## config.mk

```make
export PLATFORM = sky130hd
export DESIGN_NAME = tmc_timer_match
export DESIGN_NICKNAME = d
export VERILOG_FILES = /design/src/core/tmc_pkg.sv /design/src/core/tmc_timer_match.sv
export SDC_FILE = /design/constraint.sdc
export NUM_CORES = 1
export LEC_CHECK = 0
export BUFFER_PORTS_ARGS = -buffer_cell sky130_fd_sc_hd__buf_2
export CAP_MARGIN = 5
export CORE_UTILIZATION = 35
export CTS_CLUSTER_DIAMETER = 200
export DETAILED_ROUTE_END_ITERATION = 8
export HOLD_SLACK_MARGIN = 0.06
export PLACE_DENSITY = 0.48
export SLEW_MARGIN = 25
export SYNTH_ARGS = -nofsm -noshare
export SYNTH_HDL_FRONTEND = slang
export SYNTH_SLANG_ARGS = --single-unit
```

## constraint.sdc

```tcl
create_clock -name core_clk -period 2.63 [get_ports core_clk]
set_clock_uncertainty 0.1 [all_clocks]
set_input_delay 0.3945 -clock core_clk [delete_from_list [all_inputs] [get_ports core_clk]]
set_output_delay 0.3945 -clock core_clk [all_outputs]
set_load 0.01 [all_outputs]
```

## src/core/tmc_pkg.sv

```systemverilog
// Package with register map, field layout and reset values of the match timer.
package tmc_pkg;

	localparam int          ADDR_W         = 8;
	localparam int          DATA_W         = 32;

	// Register offsets (byte addresses).
	localparam logic [7:0]  OFS_CONTROL    = 8'h0c;
	localparam logic [7:0]  OFS_ENABLE     = 8'h14;
	localparam logic [7:0]  OFS_RAW        = 8'h18;
	localparam logic [7:0]  OFS_CLEAR      = 8'h20;
	localparam logic [7:0]  OFS_NEXT       = 8'h24;
	localparam logic [7:0]  OFS_BUFFER     = 8'h28;
	localparam logic [7:0]  OFS_COUNT      = 8'h2c;

	// Field positions.
	localparam int          START_BIT      = 0;
	localparam int          MATCH_BIT      = 2;
	localparam int          DIV_LSB        = 16;
	localparam int          DIV_W          = 7;

	// Reset values.
	localparam logic [31:0] RST_WORD       = 32'h0000_0000;
	localparam logic [6:0]  RST_DIV        = 7'h01;
	localparam logic        RST_START      = 1'h0;
	localparam logic [1:0]  RST_ENABLE_LOW = 2'h1;

	// Register bus request carried as one struct.
	typedef struct packed {
		logic [7:0]  addr;
		logic [31:0] wdata;
		logic        wr;
		logic        rd;
	} tmc_req_t;

endpackage : tmc_pkg

```

## src/core/tmc_timer_match.sv

```systemverilog
// Free running timer with next-match buffer, compare and match interrupt.
//
// Local design decision: the plain strobed port.
`timescale 1ns/1ps

module tmc_timer_match (
	// Clock and reset.
	input  wire logic          core_clk,
	input  wire logic          nrst,
	// Register port.
	input  wire tmc_pkg::tmc_req_t bus_req,
	output logic [31:0]        rdata_r,
	// Interrupt.
	output logic               irq_r
);

	logic [31:0] next_match_r;
	logic [31:0] buffer_r;
	logic [31:0] count_r;
	logic [6:0]  div_r;
	logic [6:0]  tick_cnt_r;
	logic        start_r;
	logic        enable_r;
	logic [1:0]  enable_low_r;
	logic        raw_r;
	logic        tick;
	logic        hit;

	// Decode one register offset against a write strobe.
	function automatic logic wr_at(input tmc_pkg::tmc_req_t q,
		input logic [7:0] ofs);
		return q.wr && (q.addr == ofs);
	endfunction : wr_at

	// Control: start bit and clock divider.
	always_ff @(posedge core_clk) begin
		if (!nrst) begin
			start_r <= tmc_pkg::RST_START;
			div_r   <= tmc_pkg::RST_DIV;
		end else if (wr_at(bus_req, tmc_pkg::OFS_CONTROL)) begin
			start_r <= bus_req.wdata[tmc_pkg::START_BIT];
			div_r   <= bus_req.wdata[tmc_pkg::DIV_LSB +: tmc_pkg::DIV_W];
		end
	end

	// Next-match value, plain read/write storage.
	always_ff @(posedge core_clk) begin
		if (!nrst) begin
			next_match_r <= tmc_pkg::RST_WORD;
		end else if (wr_at(bus_req, tmc_pkg::OFS_NEXT)) begin
			next_match_r <= bus_req.wdata;
		end
	end

	// Buffer loads only from next-match, on a start write of one.
	always_ff @(posedge core_clk) begin
		if (!nrst) begin
			buffer_r <= tmc_pkg::RST_WORD;
		end else if (wr_at(bus_req, tmc_pkg::OFS_CONTROL) &&
			bus_req.wdata[tmc_pkg::START_BIT]) begin
			buffer_r <= next_match_r;
		end
	end

	// Divider prescales the count by div plus one.
	assign tick = start_r && (tick_cnt_r >= div_r);

	always_ff @(posedge core_clk) begin
		if (!nrst || !start_r) begin
			tick_cnt_r <= 7'h00;
		end else if (tick) begin
			tick_cnt_r <= 7'h00;
		end else begin
			tick_cnt_r <= tick_cnt_r + 7'h01;
		end
	end

	// Counter; stopping clears it but no register contents.
	always_ff @(posedge core_clk) begin
		if (!nrst || !start_r) begin
			count_r <= tmc_pkg::RST_WORD;
		end else if (tick) begin
			count_r <= count_r + 32'h0000_0001;
		end
	end

	// Compare only while running, so a stopped zero count never matches.
	assign hit = start_r && (buffer_r == count_r);

	// Interrupt enable, with the two low bits kept as plain storage.
	always_ff @(posedge core_clk) begin
		if (!nrst) begin
			enable_r     <= 1'h0;
			enable_low_r <= tmc_pkg::RST_ENABLE_LOW;
		end else if (wr_at(bus_req, tmc_pkg::OFS_ENABLE)) begin
			enable_r     <= bus_req.wdata[tmc_pkg::MATCH_BIT];
			enable_low_r <= bus_req.wdata[1:0];
		end
	end

	// Sticky raw status; a match in the clearing cycle wins.
	always_ff @(posedge core_clk) begin
		if (!nrst) begin
			raw_r <= 1'h0;
		end else if (hit) begin
			raw_r <= 1'h1;
		end else if (wr_at(bus_req, tmc_pkg::OFS_CLEAR) &&
			bus_req.wdata[tmc_pkg::MATCH_BIT]) begin
			raw_r <= 1'h0;
		end
	end

	// Interrupt line registered from the current status and enable values.
	always_ff @(posedge core_clk) begin
		if (!nrst) begin
			irq_r <= 1'h0;
		end else begin
			irq_r <= raw_r && enable_r;
		end
	end

	// Read data valid the cycle after the read strobe; else zero.
	always_ff @(posedge core_clk) begin
		if (!nrst || !bus_req.rd) begin
			rdata_r <= tmc_pkg::RST_WORD;
		end else begin
			unique case (bus_req.addr)
				tmc_pkg::OFS_CONTROL: rdata_r <= {9'h000, div_r, 15'h0000,
					start_r};
				tmc_pkg::OFS_ENABLE:  rdata_r <= {29'h0000_0000, enable_r,
					enable_low_r};
				tmc_pkg::OFS_RAW:     rdata_r <= {29'h0000_0000, raw_r, 2'h0};
				tmc_pkg::OFS_NEXT:    rdata_r <= next_match_r;
				tmc_pkg::OFS_BUFFER:  rdata_r <= buffer_r;
				tmc_pkg::OFS_COUNT:   rdata_r <= count_r;
				default:              rdata_r <= tmc_pkg::RST_WORD;
			endcase
		end
	end

endmodule : tmc_timer_match

```

## Word-level counts from Yosys, hierarchy flattened

Index checks and enable logic that the tools add are counted.

- Flip-flop bits (word level): 148
- Input port bits: 44
- Output and inout port bits: 33

- $add $sub $neg: 2
- Order comparisons: 1
- Eq/ne operators: 8
- Mux-type cells: 3
- Reduce and logical (&&, ||, !) cells: 16

Operators by type and width:

| kind | count |
|---|---|
| 32-bit one-hot mux with 6 select lines | 1 |
| 32-bit by 1-bit adder with 32-bit output, second input constant | 1 |
| 32-bit equality test | 1 |
| 8-bit by 6-bit equality test with 1-bit output, second input constant | 4 |
| 8-bit by 5-bit equality test with 1-bit output, second input constant | 2 |
| 1-bit logical AND | 9 |
| 8-bit by 4-bit equality test with 1-bit output, second input constant | 1 |
| 7-bit by 1-bit adder with 7-bit output, second input constant | 1 |
| 7-bit greater-or-equal comparator | 1 |
| 1-bit logical NOT | 3 |
| 1-bit logical OR | 2 |
| 1-bit two-way mux | 2 |
| 2-bit nonzero test | 1 |
| 2-bit OR reduction | 1 |

## Depth between registers and ports, before layout

- Depth after elaboration: 5
- Mapped depth: 9

## Worst setup path before layout

Ideal clock, no wire load.

- Path type: flip-flop to flip-flop
- Start: register tick_cnt_r[0]
- End: register count_r[14]
- Setup time: 72 ps
- Arrival: 1,908 ps
- Data required time: 2,458 ps
- Setup slack: 550 ps
- Cell stages (with the launch flop): 9
- Path buffers: 1
- Clock period less this slack: 2,080 ps
- Cell sequence: dfxtp_1 inv_1 ha_1 nand2b_1 a2111o_1 a21o_1 clkbuf_1 nand4_1 mux2i_1

- Longest elaborated chain between the ends: 2

Ends and longest elaborated chain:

| what | line | source |
|---|---|---|
| start, declared | tmc_timer_match.sv:21 | `logic [6:0] tick_cnt_r;` |
| start signal, assigned | tmc_timer_match.sv:74 | `tick_cnt_r <= tick_cnt_r + 7'h01;` |
| 7-bit greater-or-equal comparator | tmc_timer_match.sv:66 | `assign tick = start_r && (tick_cnt_r >= div_r);` |
| 1-bit logical AND | tmc_timer_match.sv:66 |  |
| end signal, assigned | tmc_timer_match.sv:81 | `count_r <= tmc_pkg::RST_WORD;` |
| end signal, assigned | tmc_timer_match.sv:83 | `count_r <= count_r + 32'h0000_0001;` |
| end, declared | tmc_timer_match.sv:19 | `logic [31:0] count_r;` |

Every way passes these cells.
A chain may end at the register's enable or synchronous reset.

## Worst setup path in the final report

- Start: register tick_cnt_r[0]
- End: register tick_cnt_r[6]

- Longest elaborated chain between the ends: 3
- Elaborated cells between the ends (all ways): 4
- Those cells by class: add/sub (1); order compare (1); reduce/logical (2)

Ends and longest elaborated chain:

| what | line |
|---|---|
| 7-bit greater-or-equal comparator | tmc_timer_match.sv:66 |
| 1-bit logical AND | tmc_timer_match.sv:66 |
| 2-bit OR reduction (no line) | - |

Several ways; a longest one is shown, not always the timed one.

==> flow_metrics.py <==
metrics = {
    "detailed_routing": {
        "dr.pass1.iters": 8,
        "drt-total-wl_um": 20500,
        "drt_iter0_markers": 550,
        "via_per_inst": 5.36,
        "via_count": 6116,
        "routedWlPerCell_um": 18.0,
        "postRouteAntennaNets": 0,
        "drc": 0,
    },
    "critical_path": {
        "cp_cell_sequence": "inv_1 -> ha_1 -> nand2b_1 -> a2111o_1 -> nand3_1 -> nand2_1 -> nor3_1",
        "timing.rr.end": "tick_cnt_r[6]$_SDFF_PP0_",
        "slowest_delay_ns": 0.49,
        "endpoint_kind": "flip-flop",
        "cp_max_fo": 9,
        "crit_required_ns": 2.87,
        "critPathLaunchType": "flip-flop",
        "cp_top_family": "simple AND/OR/NAND/NOR gates",
        "crit_arrival_ns": 2.48,
        "critical_path_class": "reg2reg",
        "crit_buf_inv": 1,
        "reg2reg_from": "tick_cnt_r[0]$_SDFF_PP0_",
        "crit_slowest_cell": "a2111o_1",
        "r2r_slack_ns": 0.39,
        "r2r_cells": 7,
        "startpoint": "tick_cnt_r[0]$_SDFF_PP0_",
    },
    "floorplan": {
        "coreArea_um2": 19400,
        "start_util": 0.356,
        "pin_count": 77,
        "rows": 51,
        "die_height_um": 143,
        "die_area_um2": 20300,
        "die_width_um": 143,
    },
    "timing": {
        "worst_slew_pin_slew_ns": 0.557,
        "final_hold_viol_count": 0,
        "slew-limit-headroom": 0.626,
        "max_freq_ghz": 0.447,
        "fin_crit_ns": 2.24,
        "rsz0062_at_grt": "no",
        "timing.hold.ws_ns": 0.107,
        "setup-violations-final": 0,
        "slew_violations": 0,
        "fin_setup_tns_ns": 0,
        "timing.final.crit_share": 0.851,
    },
    "layout": {
        "multi_input_area_um2": 3620,
        "nets": 917,
        "final_cells": 1142,
        "layout_commonest_cell": "nand2_1",
        "drive_above_1_share": 0.170,
        "final_core_util": 0.423,
        "n_antenna_cell": 0,
        "area_growth_pct": 18.8,
        "postLayoutCellArea_um2": 8210,
        "fillers": 1968,
        "final_cell_mix": "181 x nand2_1, 148 x dfxtp_1, 76 x buf_2",
        "regArea_um2": 2960,
    },
    "power_and_ir_drop": {
        "ir_worst_vdd_mv": 0.429,
        "p_leak_uw": 0.00306,
        "power.density_nw_per_um2": 604,
    },
    "clock_network": {
        "postCtsSetupRepairBufs": 0,
        "clkSinkCount": 148,
        "clk_pin_slew_ns": 0.06,
        "cts-root-buf": "clkbuf_16",
        "postCtsHoldBufs": 0,
        "insertion_delay_ns": 0.43,
        "cts-htree-levels": 4,
        "cts_tree": "yes",
        "max-clock-path-buffers": 2,
        "cts_made_buffers": 17,
        "cts_resized": 0,
    },
    "place": {
        "placed_cell_area_um2": 7580,
        "dpl.hpwl_um": 14600,
        "dp.cells": 1110,
        "gp_congestion": 0.770,
        "io_buffers": 76,
    },
    "worst_hold_path": {
        "holdCritStartpoint": "bus_req[28]",
        "hold_end": "next_match_r[26]$_SDFFE_PN0P_",
        "hold_class": "in2reg",
        "min_path_cells": 3,
    },
    "global_routing": {
        "antenna_found_initial": 1,
        "grt_first_pass_wirelength_um": 32300,
        "track_usage": 0.210,
        "gr-total-overflow": 0,
        "grt_pass1_vias": 5800,
        "grt_start_max_net_pins": 47,
    },
    "logic_synthesis": {
        "synthCells": 801,
        "postSynthAreaPerCell_um2": 8.63,
        "synth.ff_latch_count": 148,
        "ys.flop_type": "dfxtp_1",
        "yosysSeqAreaShare": 0.429,
        "syn_area_um2": 6910,
        "synth.distinct_cells": 55,
        "synth_edf_count": 0,
        "yosysWarnings": 0,
        "syn-num-nets": 854,
        "ys_async_sr_fraction": 0,
    },
    "outcome": {
        "outcome": "completed",
    },
    "run": {
        "cap_viol_max_count": 0,
    },
}
## registers in the layout (all words and copies together) (netlist names)
register	cells
enable_low_r	2
start_r	1
count_r	32
irq_r	1
enable_r	1
buffer_r	32
raw_r	1
rdata_r	32
next_match_r	32
div_r	7
tick_cnt_r	7
## Yosys cell counts, types with 18 or more instances
master	n	area, µm²
nand3_1	27	135
dfxtp_1	148	2960
nor2_1	39	146
buf_2	24	120
nand4_1	18	113
mux2i_1	19	190
clkbuf_1	27	101
nand2_1	181	679
a21boi_1	60	450
nand2b_1	19	119
a222oi_1	23	230
xnor2_1	20	175
## kinds of logic (layout without fill, tap and decap cells)
kind of cell | Yosys count | in the layout | share of synthesized area
XOR/XNOR | 37 | 37 | 0.0469
flip-flops | 148 | 148 | 0.429
multiplexers | 27 | 27 | 0.0406
adder cells (fa/ha/maj) | 10 | 10 | 0.0177
AND/OR/NAND/NOR | 342 | 342 | 0.234
AO/OA/AOI/OAI | 167 | 167 | 0.185
buffers and inverters | 70 | 146 | 0.0467
## final cells by class
class | count | area share
inverters | 11 | 0.00503
multi-input cells | 583 | 0.442
well taps | 265 | 0.0404
flip-flops and latches | 148 | 0.361
clock buffers | 17 | 0.0518
repair buffers | 103 | 0.0756
clock inverters | 15 | 0.0247
## per-stage QoR
step | worst slack [ns] | power [µW]
3_5_place_dp | 0.418 | 2410
4_1_cts | 0.394 | 5010
6_report | 0.391 | 4960
2_1_floorplan | 0.550 | 2350
5_1_grt | 0.185 | 5110
3_3_place_gp | 0.467 | 2410
## per-layer routing
| layer | vias to the layer above | share of wire | global-route usage |
|---|---|---|---|
| met5 | - | 0 | 0 |
| met4 | 0 | 0.0093 | 0.0634 |
| met3 | 14 | 0.050 | 0.0363 |
| met2 | 189 | 0.45 | 0.323 |
| met1 | 2956 | 0.49 | 0.299 |
| li1 | 2957 | - | - |
## where the power goes
part	internal, µW	total (µW)	switching [µW]
registers	2240	2240	0.865
logic	52.9	118	65.5
clock network	1590	2600	1010
## worst min-delay path, delay by kind of cell
family,cells,cell delay [ns]
AND/OR/NAND/NOR,1,0.04
AO/OA/AOI/OAI,1,0.05
buffers and inverters,1,0.10
## how the worst max path moves through the flow
stage | end | slack, ns | depth (start not counted)
6_report | tick_cnt_r[6]$_SDFF_PP0_ | 0.39 | 7
3_3_place_gp | tick_cnt_r[6]$_SDFF_PP0_ | 0.47 | 7
3_5_place_dp | tick_cnt_r[5]$_SDFF_PP0_ | 0.42 | 7
5_1_grt | count_r[24]$_SDFFE_PP0P_ | 0.19 | 7
2_1_floorplan | count_r[14]$_SDFFE_PP0P_ | 0.55 | 8
4_1_cts | tick_cnt_r[5]$_SDFF_PP0_ | 0.39 | 7
Power figures use the tool's default switching activity.
